**src/sensor_spi_pkg.sv**
```systemverilog
// Shared constants and types of the sensor serial slave port.
package sensor_spi_pkg;
   // Field widths of the control and data bytes.
   localparam int ADDR_W = 7;
   localparam int DATA_W = 8;
   localparam int WORD_W = ADDR_W + DATA_W;

   // Highest register address that the port serves.
   localparam logic [ADDR_W-1:0] MAX_ADDR = 7'h15;

   // Bit position of the direction flag in the control byte, and its read value.
   localparam int  RW_BIT  = 7;
   localparam logic RW_READ = 1'b1;

   // Bit counting inside a byte.
   localparam logic [2:0] BIT_FIRST = 3'h0;
   localparam logic [2:0] BIT_LAST  = 3'h7;
   localparam logic [3:0] OUT_FIRST = 4'h1;
   localparam logic [3:0] OUT_DONE  = 4'h8;

   // Reset levels of the synchronised pins; the clock idles high in mode 3.
   localparam logic SCK_IDLE = 1'b1;
   localparam logic CSB_IDLE = 1'b1;

   // Default depth of the write word buffer.
   localparam int FIFO_DEPTH = 8;

   // Frame phase: control byte, write data byte, or read data stream.
   typedef enum logic [1:0] {
      PH_CTRL,
      PH_WDATA,
      PH_RDATA
   } phase_t;
endpackage

```
**src/sensor_spi_slave_port.sv**
```systemverilog
// Serial slave port giving a host byte-wise access to the sensor register map.
//
// Functional notes
// - A write frame is a run of pairs, each a control byte then one data byte.
// - A read frame is one control byte followed by data bytes while clocking lasts.
// - During a read the address steps up by one after every data byte.
// - The port works in three-wire mode unless the four-wire select bit is 1.
// - Three-wire mode uses clock, select and one shared data line both ways.
// - In three-wire mode incoming bits are taken on rising clock edges.
// - In three-wire mode outgoing bits change on rising edges.
// - A three-wire read has one extra clock after the control byte before data.
// - The control byte is the direction flag, 1 for read, then seven address bits.
// - Every byte is shifted most significant bit first.
// - In four-wire mode input is taken on rising and output changes on falling edges.
// - Only addresses up to 15h are served; others leave the data line released.
`timescale 1ns/100ps
module sensor_spi_slave_port #(
   parameter int FIFO_DEPTH = sensor_spi_pkg::FIFO_DEPTH
) (
   // Clock and reset.
   input  wire logic                                core_clk,
   input  wire logic                                rst,
   // Mode control from the register map.
   input  wire logic                                four_wire_select,
   // Serial pins.
   input  wire logic                                sck_in,
   input  wire logic                                csb_n_in,
   input  wire logic                                sdi_in,
   output logic                                     sdi_out,
   output logic                                     sdi_oe,
   output logic                                     sdo_out,
   output logic                                     sdo_oe,
   // Write words toward the register map.
   output logic                                     wr_valid,
   input  wire logic                                wr_ready,
   output logic [sensor_spi_pkg::ADDR_W-1:0]        wr_addr,
   output logic [sensor_spi_pkg::DATA_W-1:0]        wr_data,
   output logic                                     wr_overflow,
   // Read access into the register map.
   output logic [sensor_spi_pkg::ADDR_W-1:0]        rd_addr,
   input  wire logic [sensor_spi_pkg::DATA_W-1:0]   rd_data,
   output logic                                     rd_take
);
   localparam int AW = sensor_spi_pkg::ADDR_W;
   localparam int DW = sensor_spi_pkg::DATA_W;
   localparam int WW = sensor_spi_pkg::WORD_W;

   logic                    sck_s1_ff;
   logic                    sck_s2_ff;
   logic                    sck_s3_ff;
   logic                    csb_s1_ff;
   logic                    csb_s2_ff;
   logic                    sdi_s1_ff;
   logic                    sdi_s2_ff;
   logic                    mode_4w_ff;
   sensor_spi_pkg::phase_t  phase_ff;
   logic [2:0]              bit_cnt_ff;
   logic [DW-1:0]           shift_in_ff;
   logic [AW-1:0]           addr_ff;
   logic [DW-1:0]           out_sr_ff;
   logic [3:0]              out_cnt_ff;
   logic                    out_en_ff;
   logic                    overflow_ff;
   logic                    sck_rise;
   logic                    sck_fall;
   logic                    frame_idle;
   logic [DW-1:0]           in_byte;
   logic                    byte_done;
   logic                    ctrl_done;
   logic                    wdat_done;
   logic                    drive_evt;
   logic                    load_evt;
   logic                    push_valid;
   logic                    push_ready;
   logic [WW-1:0]           push_word;
   logic [WW-1:0]           pop_word;

   // Pins come from the host clock domain; two stages before any use.
   always_ff @(posedge core_clk or posedge rst)
   begin
      if (rst)
      begin
         sck_s1_ff <= sensor_spi_pkg::SCK_IDLE;
         sck_s2_ff <= sensor_spi_pkg::SCK_IDLE;
         sck_s3_ff <= sensor_spi_pkg::SCK_IDLE;
         csb_s1_ff <= sensor_spi_pkg::CSB_IDLE;
         csb_s2_ff <= sensor_spi_pkg::CSB_IDLE;
         sdi_s1_ff <= 1'b0;
         sdi_s2_ff <= 1'b0;
      end
      else
      begin
         sck_s1_ff <= sck_in;
         sck_s2_ff <= sck_s1_ff;
         sck_s3_ff <= sck_s2_ff;
         csb_s1_ff <= csb_n_in;
         csb_s2_ff <= csb_s1_ff;
         sdi_s1_ff <= sdi_in;
         sdi_s2_ff <= sdi_s1_ff;
      end
   end

   // Edges are found after synchronisation, so data and clock share latency.
   assign sck_rise   = sck_s2_ff && !sck_s3_ff;
   assign sck_fall   = !sck_s2_ff && sck_s3_ff;
   assign frame_idle = csb_s2_ff;
   assign in_byte    = {shift_in_ff[DW-2:0], sdi_s2_ff};

   // Byte completion in the receiving phases.
   assign byte_done = !frame_idle && sck_rise && (bit_cnt_ff == sensor_spi_pkg::BIT_LAST)
                      && (phase_ff != sensor_spi_pkg::PH_RDATA);
   assign ctrl_done = byte_done && (phase_ff == sensor_spi_pkg::PH_CTRL);
   assign wdat_done = byte_done && (phase_ff == sensor_spi_pkg::PH_WDATA);

   assign drive_evt = !frame_idle && (phase_ff == sensor_spi_pkg::PH_RDATA)
                      && (mode_4w_ff ? sck_fall : sck_rise);
   assign load_evt  = drive_evt && (out_cnt_ff == sensor_spi_pkg::OUT_DONE);

   // mode select latch
   // The mode is frozen during a frame so a mid-frame change cannot split a byte.
   always_ff @(posedge core_clk or posedge rst)
   begin
      if (rst)
      begin
         mode_4w_ff <= 1'b0;
      end
      else if (frame_idle)
      begin
         mode_4w_ff <= four_wire_select;
      end
   end

   // rising edge sampling
   // Phase sequencing and input shifting; bits seen in a read stream are ignored.
   always_ff @(posedge core_clk or posedge rst)
   begin
      if (rst)
      begin
         phase_ff    <= sensor_spi_pkg::PH_CTRL;
         bit_cnt_ff  <= sensor_spi_pkg::BIT_FIRST;
         shift_in_ff <= '0;
      end
      else if (frame_idle)
      begin
         phase_ff    <= sensor_spi_pkg::PH_CTRL;
         bit_cnt_ff  <= sensor_spi_pkg::BIT_FIRST;
         shift_in_ff <= '0;
      end
      else
      begin
         case (phase_ff)
            sensor_spi_pkg::PH_CTRL:
            begin
               if (sck_rise)
               begin
                  shift_in_ff <= in_byte;
                  bit_cnt_ff  <= bit_cnt_ff + 1'b1;
               end
               if (ctrl_done)
               begin
                  phase_ff <= (in_byte[sensor_spi_pkg::RW_BIT] == sensor_spi_pkg::RW_READ)
                              ? sensor_spi_pkg::PH_RDATA : sensor_spi_pkg::PH_WDATA;
               end
            end
            sensor_spi_pkg::PH_WDATA:
            begin
               if (sck_rise)
               begin
                  shift_in_ff <= in_byte;
                  bit_cnt_ff  <= bit_cnt_ff + 1'b1;
               end
               if (wdat_done)
               begin
                  phase_ff <= sensor_spi_pkg::PH_CTRL;
               end
            end
            sensor_spi_pkg::PH_RDATA:
            begin
               phase_ff <= sensor_spi_pkg::PH_RDATA;
            end
            default:
            begin
               phase_ff <= sensor_spi_pkg::PH_CTRL;
            end
         endcase
      end
   end

   // read auto increment
   // The address steps as each byte is loaded, so the next byte is ready in time.
   always_ff @(posedge core_clk or posedge rst)
   begin
      if (rst)
      begin
         addr_ff <= '0;
      end
      else if (ctrl_done)
      begin
         addr_ff <= in_byte[AW-1:0];
      end
      else if (load_evt)
      begin
         addr_ff <= addr_ff + 1'b1;
      end
   end

   // out of range release
   // In three-wire mode the count starts full, so the extra clock loads the first byte.
   always_ff @(posedge core_clk or posedge rst)
   begin
      if (rst)
      begin
         out_sr_ff  <= '0;
         out_cnt_ff <= sensor_spi_pkg::OUT_DONE;
         out_en_ff  <= 1'b0;
      end
      else if (frame_idle)
      begin
         out_sr_ff  <= '0;
         out_cnt_ff <= sensor_spi_pkg::OUT_DONE;
         out_en_ff  <= 1'b0;
      end
      else if (load_evt)
      begin
         out_sr_ff  <= rd_data;
         out_cnt_ff <= sensor_spi_pkg::OUT_FIRST;
         out_en_ff  <= (addr_ff <= sensor_spi_pkg::MAX_ADDR);
      end
      else if (drive_evt)
      begin
         out_sr_ff  <= {out_sr_ff[DW-2:0], 1'b0};
         out_cnt_ff <= out_cnt_ff + 1'b1;
      end
   end

   assign sdi_out = out_sr_ff[DW-1];
   assign sdo_out = out_sr_ff[DW-1];
   assign sdi_oe  = out_en_ff && !mode_4w_ff;
   assign sdo_oe  = out_en_ff && mode_4w_ff;
   assign rd_addr = addr_ff;
   assign rd_take = load_evt;

   // write pair push
   // The serial link cannot be stalled, so a word meeting a full buffer is dropped.
   assign push_valid = wdat_done && (addr_ff <= sensor_spi_pkg::MAX_ADDR);
   assign push_word  = {addr_ff, in_byte};

   // Overflow is flagged for one cycle when a completed pair finds no room.
   always_ff @(posedge core_clk or posedge rst)
   begin
      if (rst)
      begin
         overflow_ff <= 1'b0;
      end
      else
      begin
         overflow_ff <= push_valid && !push_ready;
      end
   end
   assign wr_overflow = overflow_ff;

   // Write words wait here until the register map accepts them.
   spi_word_fifo #(
      .WIDTH (WW),
      .DEPTH (FIFO_DEPTH)
   ) u_wr_fifo (
      .core_clk  (core_clk),
      .rst       (rst),
      .in_valid  (push_valid),
      .in_ready  (push_ready),
      .in_data   (push_word),
      .out_valid (wr_valid),
      .out_ready (wr_ready),
      .out_data  (pop_word)
   );
   assign wr_addr = pop_word[WW-1:DW];
   assign wr_data = pop_word[DW-1:0];
endmodule // sensor_spi_slave_port

```
**src/spi_word_fifo.sv**
```systemverilog
// Word buffer with registered output stage and valid/ready on both sides.
`timescale 1ns/100ps
module spi_word_fifo #(
   parameter int WIDTH = 15,
   parameter int DEPTH = 8
) (
   // Clock and reset.
   input  wire logic             core_clk,
   input  wire logic             rst,
   // Filling side.
   input  wire logic             in_valid,
   output logic                  in_ready,
   input  wire logic [WIDTH-1:0] in_data,
   // Draining side.
   output logic                  out_valid,
   input  wire logic             out_ready,
   output logic [WIDTH-1:0]      out_data
);
   localparam int PTR_W = (DEPTH > 1) ? $clog2(DEPTH) : 1;
   localparam int CNT_W = $clog2(DEPTH + 1);
   localparam logic [CNT_W-1:0] CNT_FULL = CNT_W'(DEPTH);
   localparam logic [PTR_W-1:0] PTR_LAST = PTR_W'(DEPTH - 1);

   logic [WIDTH-1:0] mem_ff [DEPTH];
   logic [PTR_W-1:0] wr_ptr_ff;
   logic [PTR_W-1:0] rd_ptr_ff;
   logic [CNT_W-1:0] count_ff;
   logic             out_valid_ff;
   logic [WIDTH-1:0] out_data_ff;
   logic             push;
   logic             pop;

   // The output register refills whenever storage holds a word and the register is empty or being drained.
   assign in_ready  = (count_ff != CNT_FULL);
   assign push      = in_valid && in_ready;
   assign pop       = (count_ff != '0) && (!out_valid_ff || out_ready);
   assign out_valid = out_valid_ff;
   assign out_data  = out_data_ff;

   // Storage array; no reset needed since the count guards every read.
   always_ff @(posedge core_clk)
   begin
      if (push)
      begin
         mem_ff[wr_ptr_ff] <= in_data;
      end
   end

   // Pointers and fill count.
   always_ff @(posedge core_clk or posedge rst)
   begin
      if (rst)
      begin
         wr_ptr_ff <= '0;
         rd_ptr_ff <= '0;
         count_ff  <= '0;
      end
      else
      begin
         if (push)
         begin
            wr_ptr_ff <= (wr_ptr_ff == PTR_LAST) ? '0 : wr_ptr_ff + 1'b1;
         end
         if (pop)
         begin
            rd_ptr_ff <= (rd_ptr_ff == PTR_LAST) ? '0 : rd_ptr_ff + 1'b1;
         end
         if (push && !pop)
         begin
            count_ff <= count_ff + 1'b1;
         end
         else if (pop && !push)
         begin
            count_ff <= count_ff - 1'b1;
         end
      end
   end

   // Registered output word.
   always_ff @(posedge core_clk or posedge rst)
   begin
      if (rst)
      begin
         out_valid_ff <= 1'b0;
         out_data_ff  <= '0;
      end
      else if (pop)
      begin
         out_valid_ff <= 1'b1;
         out_data_ff  <= mem_ff[rd_ptr_ff];
      end
      else if (out_ready)
      begin
         out_valid_ff <= 1'b0;
      end
   end
endmodule // spi_word_fifo

```
**config.mk**
```make
export PLATFORM = sky130hd
export DESIGN_NAME = sensor_spi_slave_port
export DESIGN_NICKNAME = d
export VERILOG_FILES = /design/src/sensor_spi_pkg.sv /design/src/sensor_spi_slave_port.sv /design/src/spi_word_fifo.sv
export SDC_FILE = /design/constraint.sdc
export NUM_CORES = 1
export LEC_CHECK = 0
export BUFFER_PORTS_ARGS = -buffer_cell sky130_fd_sc_hd__buf_4
export CAP_MARGIN = 20
export CORE_ASPECT_RATIO = 0.9
export CORE_UTILIZATION = 43
export CTS_CLUSTER_DIAMETER = 60
export DETAILED_ROUTE_END_ITERATION = 6
export PLACE_DENSITY_LB_ADDON = 0.15
export SLEW_MARGIN = 20
export SYNTH_ARGS = -nofsm -noshare
export SYNTH_HDL_FRONTEND = slang
export SYNTH_SLANG_ARGS = --single-unit
```
**constraint.sdc**
```tcl
create_clock -name core_clk -period 3.7 [get_ports core_clk]
set_clock_uncertainty 0.2 [all_clocks]
set_input_delay 0.74 -clock core_clk [delete_from_list [all_inputs] [get_ports core_clk]]
set_output_delay 0.74 -clock core_clk [all_outputs]
set_load 0.05 [all_outputs]
```
==> results.yml, run 1 <==
drt:
  dr.max_layer_used: "met4"
  drtIter0Drc: 259
  met2_wirelength_mm: 6.980
  drc_errors: 0
  routed_wl_mm: 14.80
  wl_met1_mm: 6.946
  drtPass1Iterations: 4
  dr_wl_met3_um: 699
  postRouteAntennaNets: 0
  vias_per_cell: 5.334
  wire_per_inst_um: 19.00
  vias: 4155
yosys:
  yosys_warnings: 0
  async_flop_share_pct: 35.83
  ys_ff_latch: 187
  synth-main-ff-cell: "edfxtp_1"
  synth_edf_count: 120
  synth_cells: 474
  post_synth.cell_area_avg_sq_um: 16.19
  syn_area_sq_um: 7676
  yosysUniqueCellTypes: 54
  synth_nets: 503
  ys_seq_area_share_pct: 68.88
cts:
  insertion_delay_ns: 0.43
  postCtsResizedCells: 0
  cts_tree: "yes"
  cts_root_buf: "clkbuf_16"
  cts_setup_buffers: 0
  clk_pin_slew_ns: 0.07
  cts.path.max_buffers: 2
  numClockSinks: 187
  hold_buffers: 0
  cts_inserted_buffers: 17
  htreeDepth: 4
status:
  status: "completed"
finish:
  final_cell_area_sq_um: 8921
  n_antenna_cell: 0
  layout-drive-gt1-share_pct: 27.21
  num-nets-final: 560
  area_delta_synth_final_pct: 16.22
global_routing:
  antenna_found_initial: 0
  grt_max_degree: 35
  grt_pass1_wl_mm: 23.40
  grtUsageTotal_pct: 17.79
  grt_pass1_vias: 4163
  gr-total-overflow: 0
die:
  die_height_um: 128.8
  core_area_sq_um: 17170
  initial_core_util_pct: 44.70
  rows: 45
  io_pins: 44
  die_x_um: 142.8
  die_area_sq_um: 18390
place:
  gp_congestion: 0.7816
  portBuffers: 43
  place_area_sq_um: 8349
  dp_hpwl_mm: 9.191
power_and_ir_drop:
  p_leak_nw: 3.282
  power_density_nw_per_um2: 605.9
  power_w: 0.005406
  irDropWorstVdd_mv: 0.3499
min_path:
  hold_class: "reg -> reg"
  hold_depth: 0
sta:
  final-setup-viol-count: 0
  drv_slew: 0
  finalHoldViolations: 0
  rsz0062_at_grt: "no"
  fin_crit_sh_pct: 89.34
  fin_setup_tns_ns: 0
  slew_headroom_pct: 36.52
  period_needed_ns: 3.305
  fmax_mhz: 302.5
  worst_pin_slew_ns: 0.9481
setup_path:
  r2r_setup_slack_ns: 0.39
  end_kind: "flip-flop"
  path_class: "reg -> reg"
  crit_arrival_ns: 3.40
  crit_path_start_kind: "flip-flop"
  worstPathMaxFanout: 14
  ff2ff_path_depth: 11
  critPathRequiredTime_ns: 3.79
run:
  drv_cap: 0
layout by cell type (no fill, tap or decap), types with 5 or more instances in the layout:
master / instances
a21oi_1: 21
a32oi_1: 5
buf_4: 60
clkbuf_16: 17
dfrtp_1: 60
dfstp_2: 6
edfxtp_1: 120
ha_1: 13
inv_1: 12
mux2_1: 6
mux2i_1: 32
mux4_2: 30
nand2_1: 12
nand3_1: 14
nand3b_1: 11
nor2_1: 32
nor3_1: 7
nor3_2: 5
o21ai_1: 13
critical path, stage by stage, from the launching register on:
cell and delay, ns:
dfrtp_1 0.58, inv_1 0.08, ha_1 0.19, o31a_1 0.36, nand2_2 0.16, clkinv_2 0.12
ha_1 0.24, inv_1 0.16, ha_1 0.26, a21o_1 0.18, a2111oi_0 0.48, o31ai_1 0.16
synthesized netlist by cell type, types with 2 or more instances:
cell	n	share of area, %
edfxtp_1	120	47
dfrtp_1	61	20
mux2i_1	32	4.2
nor2_1	32	1.6
mux4_2	30	8.8
a21oi_1	21	1.4
clkbuf_1	14	0.68
nand3_1	14	0.91
ha_1	13	2.1
inv_1	13	0.64
o21ai_1	13	0.85
nand2_1	12	0.59
nand3b_1	11	1.1
nor3_1	11	0.72
dfstp_2	6	2.1
mux2_1	6	0.88
a32oi_1	5	0.57
buf_2	5	0.33
or3_1	4	0.33
nand2b_1	3	0.24
o21ai_0	3	0.20
xnor2_1	3	0.34
and2_1	2	0.16
and3b_1	2	0.23
buf_4	2	0.20
inv_2	2	0.098
mux2_2	2	0.29
nor2b_1	2	0.16
nor4_1	2	0.16
o211ai_1	2	0.20
or2_2	2	0.16
or4_1	2	0.20
flip-flops by register name (all words and copies together) (netlist names):
name and count:
sck_s3_ff 1, rd_addr 7, sdi_s1_ff 1, u_wr_fifo.out_data 15, bit_cnt_ff 3, csb_s2_ff 1, phase_ff 2, mode_4w_ff 1
u_wr_fifo.rd_ptr_ff 3, out_en_ff 1, sdi_s2_ff 1, wr_overflow 1, u_wr_fifo.wr_ptr_ff 3, u_wr_fifo.mem_ff 120, out_cnt_ff 4, sck_s1_ff 1
out_sr_ff 8, csb_s1_ff 1, u_wr_fifo.count_ff 4, u_wr_fifo.out_valid 1, sck_s2_ff 1, shift_in_ff 7
path summary, 6_finish.rpt:
check	startpoint	to
worst max-delay path	rd_addr[1]	u_wr_fifo.count_ff[3]
worst min register to register	csb_s1_ff	csb_s2_ff
min in group asynchronous	rst	sdi_s1_ff
max in group asynchronous	rst	csb_s1_ff
worst min-delay path	csb_s1_ff	csb_s2_ff
worst max register to register	rd_addr[1]	u_wr_fifo.count_ff[3]
per-layer routing:
layer | vias to the layer above | global-route usage [%]
met1 | 2122 | 23.55
met3 | 15 | 4.615
met4 | 0 | 5.819
li1 | 1940 | -
met2 | 78 | 28.78
met5 | - | 0
through the flow:
stage          util [%]  hold WS, ns  cells  setup slack (ns)
3_3_place_gp      48.62       0.1400    747            0.6345
3_5_place_dp      48.62       0.1402    747            0.4187
2_1_floorplan         -       0.1312    474            0.2702
4_1_cts           51.95       0.1507    779            0.4058
5_1_grt           51.95       0.1525    779            0.1002
6_report          51.95       0.1502    779            0.3946
power breakdown:
group | switching [W] | internal [W]
Combinational | 0.000623 | 0.000486
Clock | 0.000777 | 0.000995
Sequential | 0.000194 | 0.00233
Total | 0.00159 | 0.00381
cell type report:
class                      instances  area, sq um
clock inverter                    14        142.6
multi-input combinational        249         2255
tap                              235        294.0
fill                            1430         8252
timing repair buffer              60        450.4
clock buffer                      18        429.2
sequential                       187         5289
inverter                          16        61.31
cells by family (layout without fill, tap and decap cells):
group                      after synthesis  in the layout  synth area share [%]
AOI/OAI and AO/OA                       55             55                 4.401
xor gates and xnor gates                 3              3                0.3424
adders and majority gates               14             14                 2.380
buffers and inverters                   38            108                 2.151
DFF                                    187            187                 68.88
muxes                                   70             70                 14.15
and+or+nand+nor                        107            107                 7.693
Note: power is estimated with default switching activity, not from simulation.
==> run 2, diff against run 1 <==
--- a/config.mk
+++ b/config.mk
@@ -11,7 +11,7 @@
 export CORE_UTILIZATION = 43
 export CTS_CLUSTER_DIAMETER = 60
 export DETAILED_ROUTE_END_ITERATION = 6
-export PLACE_DENSITY_LB_ADDON = 0.15
+export PLACE_DENSITY = 0.65
 export SLEW_MARGIN = 20
 export SYNTH_ARGS = -nofsm -noshare
 export SYNTH_HDL_FRONTEND = slang
==> run 2 against run 1 <==
  * Largest power group unchanged
  * Highest routed layer unchanged
  * Clock power is essentially flat
  * Critical path depth is the same
  * Via count shrank 0.75%
  * First-iteration DRC count grew 18%
  * Count of clock-buffer cells in the layout grew 2
  * Sequential share of layout area shrank 0.083 points
  * Critical endpoint unchanged
==> results.yml, run 2 (same netlist as run 1, synthesis figures left out) <==
finish:
  n_antenna_cell: 0
  largest-register: "u_wr_fifo.mem_ff"
  area_delta_synth_final_pct: 16.38
  layout-drive-gt1-share_pct: 27.31
  num-nets-final: 558
  mostFrequentLayoutCell: "edfxtp_1"
  fillCellCount: 1396
  final_cell_area_sq_um: 8934
  final_cell_mix: "120 x edfxtp_1, 60 x dfrtp_1, 58 x buf_4"
  largest_reg_flops: 120
sta:
  final-setup-viol-count: 0
  fin_crit_sh_pct: 94.15
  finalHoldViolations: 0
  period_needed_ns: 3.483
  fmax_mhz: 287.1
  slew_headroom_pct: 28.08
  rsz0062_at_grt: "no"
  drv_slew: 0
  worst_pin_slew_ns: 1.079
  fin_setup_tns_ns: 0
power_and_ir_drop:
  p_int_w: 0.003862
  swShare_pct: 29.21
  power.switching_w: 0.001594
  power_density_nw_per_um2: 610.7
  p_seq_share_pct: 46.0
  p_leak_nw: 3.289
  combPwrFrac_pct: 21.0
  power_frac_clock_pct: 33.0
  irDropWorstVdd_mv: 0.3938
run:
  drv_cap: 0
drt:
  vias: 4124
  vias_per_cell: 5.308
  routed_wl_mm: 14.30
  postRouteAntennaNets: 0
  drtIter0Drc: 305
  drtPass1Iterations: 5
  drc_errors: 0
  wire_per_inst_um: 18.41
place:
  dp_hpwl_mm: 8.996
  gp_congestion: 0.7969
  place_area_sq_um: 8342
  portBuffers: 43
cts:
  cts_tree: "yes"
  numClockSinks: 187
  clk_pin_slew_ns: 0.06
  postCtsResizedCells: 0
  insertion_delay_ns: 0.43
  cts_setup_buffers: 0
  cts_inserted_buffers: 17
  cts_root_buf: "clkbuf_16"
  htreeDepth: 4
  cts.path.max_buffers: 2
  hold_buffers: 0
die:
  initial_core_util_pct: 44.70
  rows: 45
  core_area_sq_um: 17170
  die_x_um: 142.8
  die_height_um: 128.8
  die_area_sq_um: 18390
  io_pins: 44
min_path:
  hold_class: "reg -> reg"
global_routing:
  gr-total-overflow: 0
  grt_pass1_vias: 4274
  grt_pass1_wl_mm: 23.17
  grt_max_degree: 37
  grtUsageTotal_pct: 17.35
  antenna_found_initial: 0
setup_path:
  path_class: "reg -> reg"
  critPathRequiredTime_ns: 3.79
  end_kind: "flip-flop"
  crit_arrival_ns: 3.57
  crit_path_start_kind: "flip-flop"
  worstPathMaxFanout: 14
status:
  status: "completed"
run 2: cell count changes in the layout (fill, tap and decap cells not counted):
cell and change:
a21oi_2 -1, a21oi_4 +1, buf_4 -2, clkbuf_8 +2, clkinv_1 -2, clkinv_2 +1, clkinvlp_4 -1, inv_6 -1
inv_8 +1
run 2: final timing paths:
kind / startpoint / endpoint / slack, ns / cells past startpoint
max: rd_addr[1] / u_wr_fifo.count_ff[3] / 0.22 / 11
min: sdi_s1_ff / sdi_s2_ff / 0.15 / 0
max reg2reg: rd_addr[1] / u_wr_fifo.count_ff[3] / 0.22 / 11
min reg2reg: sdi_s1_ff / sdi_s2_ff / 0.15 / 0
max in group asynchronous: rst / u_wr_fifo.rd_ptr_ff[1] / 2.26 / 3
min in group asynchronous: rst / out_cnt_ff[2] / 0.25 / 2
run 2: worst max-delay path, cell delays in order (launching register included):
cell and delay (ns):
dfrtp_1 0.62, inv_1 0.09, ha_1 0.20, o31a_1 0.35, nand2_2 0.16, clkinv_2 0.12
ha_1 0.25, inv_1 0.17, ha_1 0.27, a21o_1 0.19, a2111oi_0 0.56, o31ai_1 0.17
run 2: routing by layer:
metal | wire, um | vias up | global-route usage, %
met5 | 0 | - | 0
met4 | 182 | 0 | 5.693
met3 | 761 | 19 | 4.615
met2 | 7077 | 109 | 28.14
met1 | 6280 | 2072 | 22.85
li1 | - | 1924 | -
run 2: metrics by stage:
| step | cells | worst slack, ns | utilization [%] | hold slack (ns) | power (W) |
|---|---|---|---|---|---|
| 2_1_floorplan | 474 | 0.2702 | - | 0.1312 | 0.003387 |
| 3_3_place_gp | 745 | 0.6301 | 48.58 | 0.1345 | 0.003692 |
| 3_5_place_dp | 745 | 0.4276 | 48.58 | 0.1412 | 0.003723 |
| 4_1_cts | 777 | 0.3961 | 52.02 | 0.1555 | 0.005527 |
| 5_1_grt | 777 | 0.1487 | 52.02 | 0.1643 | 0.005716 |
| 6_report | 777 | 0.2165 | 52.02 | 0.1519 | 0.005456 |
run 2: power by group through the flow:
stage	sequential, W	combinational, W	clock [W]
after floorplan	0.00271	0.000676	0
after global placement	0.00254	0.00115	0
after detailed placement	0.00256	0.00116	0
after CTS	0.00252	0.00117	0.00184
after global routing	0.00253	0.00124	0.00194
final	0.00251	0.00115	0.00180
run 2: final cells by class:
type                       instances  area [sq um]  share of cell area, %
clock inverter                    12         135.1                  1.513
clock buffer                      20         456.7                  5.112
multi-input combinational        249          2262                  25.32
timing repair buffer              58         435.4                  4.874
tap                              235         294.0                  3.291
inverter                          16         61.31                 0.6863
sequential                       187          5289                  59.20
==> run 3, diff against run 2 <==
--- a/config.mk
+++ b/config.mk
@@ -5,6 +5,7 @@
 export SDC_FILE = /design/constraint.sdc
 export NUM_CORES = 1
 export LEC_CHECK = 0
+export ABC_CLOCK_PERIOD_IN_PS = 3750
 export BUFFER_PORTS_ARGS = -buffer_cell sky130_fd_sc_hd__buf_4
 export CAP_MARGIN = 20
 export CORE_ASPECT_RATIO = 0.9
==> constraint.sdc (replaced) <==
create_clock -name core_clk -period 3.75 [get_ports core_clk]
set_clock_uncertainty 0.2 [all_clocks]
set_input_delay 0.75 -clock core_clk [delete_from_list [all_inputs] [get_ports core_clk]]
set_output_delay 0.75 -clock core_clk [all_outputs]
set_load 0.05 [all_outputs]
==> run 3 against run 2 <==
  * Flip-flop and latch count is the same
  * Core utilization rose by 0.080 points
  * Critical path depth fell by 5
  * Design area is 0.15% higher
  * Hold slack is essentially flat
  * Sequential power is essentially flat
  * Count of clock-buffer cells in the layout shrank 3
  * Setup slack better by 0.10 ns
  * Largest power group unchanged
  * Cell count down 0.13%
  * Combinational power is 3% lower
  * Sequential share of layout area decreased by 0.091 points
  * First-iteration DRC count fell by 36%
  * Largest cell class unchanged
==> results.yml, run 3 (same netlist as run 1, synthesis figures left out) <==
setup_path:
  cp-startpoint: "out_cnt_ff[0]"
  critPathRequiredTime_ns: 2.80
  path_class: "reg -> out"
  ff2ff_path_depth: 11
  crit_path_start_kind: "flip-flop"
  crit-reg2reg-launch: "rd_addr[1]"
  end_kind: "output port"
  crit_arrival_ns: 2.48
  crit_cells: 6
  worstSetupEndpoint: "rd_take"
  worstPathMaxFanout: 15
  path_buf_inv: 3
  reg2reg_to: "u_wr_fifo.count_ff[3]"
  cpMaxStageDelayCell: "and3b_1"
  cpPeakStageDelay_ns: 0.51
  cpLargestDelayFamily: "buffers and inverters"
  r2r_setup_slack_ns: 0.47
  crit_chain: "inv_1, ha_1, and3b_1, o211ai_2, inv_2, buf_4"
global_routing:
  grt_pass1_vias: 4328
  grt_pass1_wl_mm: 23.13
  antenna_found_initial: 0
  grt_max_degree: 46
  grtUsageTotal_pct: 17.25
  gr-total-overflow: 0
power_and_ir_drop:
  power_density_nw_per_um2: 606.3
  p_leak_nw: 3.283
  power_w: 0.005424
  irDropWorstVdd_mv: 0.3208
sta:
  period_needed_ns: 3.431
  setup_ws_ns: 0.3195
  fin_crit_sh_pct: 91.48
  slew_headroom_pct: 29.83
  rsz0062_at_grt: "no"
  worst_pin_slew_ns: 1.052
  final-setup-viol-count: 0
  fmax_mhz: 291.5
  finalHoldViolations: 0
  drv_slew: 0
  fin_setup_tns_ns: 0
drt:
  drc_errors: 0
  wire_per_inst_um: 18.38
  drtIter0Drc: 196
  postRouteAntennaNets: 0
  routed_wl_mm: 14.26
  vias_per_cell: 5.298
  vias: 4111
  drtPass1Iterations: 5
finish:
  fillCellCount: 1403
  area_delta_synth_final_pct: 16.56
  stdcell_count: 776
  num-nets-final: 557
  largest-register: "u_wr_fifo.mem_ff"
  final_cell_mix: "120 x edfxtp_1, 60 x dfrtp_1, 57 x buf_4"
  layout-drive-gt1-share_pct: 27.36
  n_antenna_cell: 0
  mostFrequentLayoutCell: "edfxtp_1"
  final_cell_area_sq_um: 8947
  largest_reg_flops: 120
cts:
  clk_pin_slew_ns: 0.06
  postCtsResizedCells: 0
  hold_buffers: 0
  cts_tree: "yes"
  cts_setup_buffers: 0
  cts_root_buf: "clkbuf_16"
  numClockSinks: 187
  insertion_delay_ns: 0.43
  cts.path.max_buffers: 2
  htreeDepth: 4
  cts_inserted_buffers: 17
die:
  initial_core_util_pct: 44.70
  io_pins: 44
  die_height_um: 128.8
  die_area_sq_um: 18390
  die_x_um: 142.8
  rows: 45
  core_area_sq_um: 17170
place:
  place_area_sq_um: 8334
  placed_cells: 744
  portBuffers: 43
  dp_slack_ns: 0.4779
  dp_hpwl_mm: 8.842
  gp_congestion: 0.8310
run:
  drv_cap: 0
min_path:
  hold_class: "reg -> reg"
status:
  status: "completed"
-- run 3: cell count changes in the layout (fill, tap and decap cells not counted) --
cell | previous run | this run
buf_4 | 58 | 57
clkbuf_1 | 1 | 0
clkbuf_8 | 2 | 0
clkinvlp_4 | 2 | 4
inv_8 | 1 | 3
clkinv_8 | 0 | 2
inv_2 | 3 | 2
inv_6 | 3 | 2
clkinv_2 | 3 | 2
-- run 3: layout make-up --
| cell class | instances | area, sq um | share of cell area (%) |
|---|---|---|---|
| clock buffers | 17 | 425.4 | 4.755 |
| clock inverters | 15 | 186.4 | 2.084 |
| inverters | 16 | 62.56 | 0.6992 |
| multi-input cells | 249 | 2262 | 25.28 |
| flip-flops and latches | 187 | 5289 | 59.11 |
| well taps | 235 | 294.0 | 3.286 |
| repair buffers | 57 | 427.9 | 4.783 |
-- run 3: layer usage --
layer	global-route usage (%)	wire [um]	vias to the layer above
met4	5.819	157	0
met1	22.28	6577	2082
met3	4.429	631	16
met5	0	0	-
met2	28.52	6897	81
li1	-	-	1932
-- run 3: stage by stage --
stage / hold slack [ns] / util [%]
after floorplan: 0.1312 / -
after global placement: 0.1386 / 48.53
after detailed placement: 0.1378 / 48.53
after CTS: 0.1557 / 52.09
after global routing: 0.1646 / 52.10
final: 0.1520 / 52.10
-- run 3: worst min path at each step --
stage,start,endpoint,slack (ns),cells after the start
3_5_place_dp,sdi_s1_ff,sdi_s2_ff,0.14,0
3_3_place_gp,sdi_s1_ff,sdi_s2_ff,0.14,0
5_1_grt,csb_s1_ff,csb_s2_ff,0.16,0
2_1_floorplan,sdi_s1_ff,sdi_s2_ff,0.13,0
6_report,sdi_s1_ff,sdi_s2_ff,0.15,0
4_1_cts,sdi_s1_ff,sdi_s2_ff,0.16,0
-- run 3: where the power goes --
| part | internal [W] | total [W] | switching [W] |
|---|---|---|---|
| sequential | 0.00230 | 0.00249 | 0.000190 |
| combinational | 0.000487 | 0.00111 | 0.000621 |
| clock | 0.00101 | 0.00183 | 0.000821 |
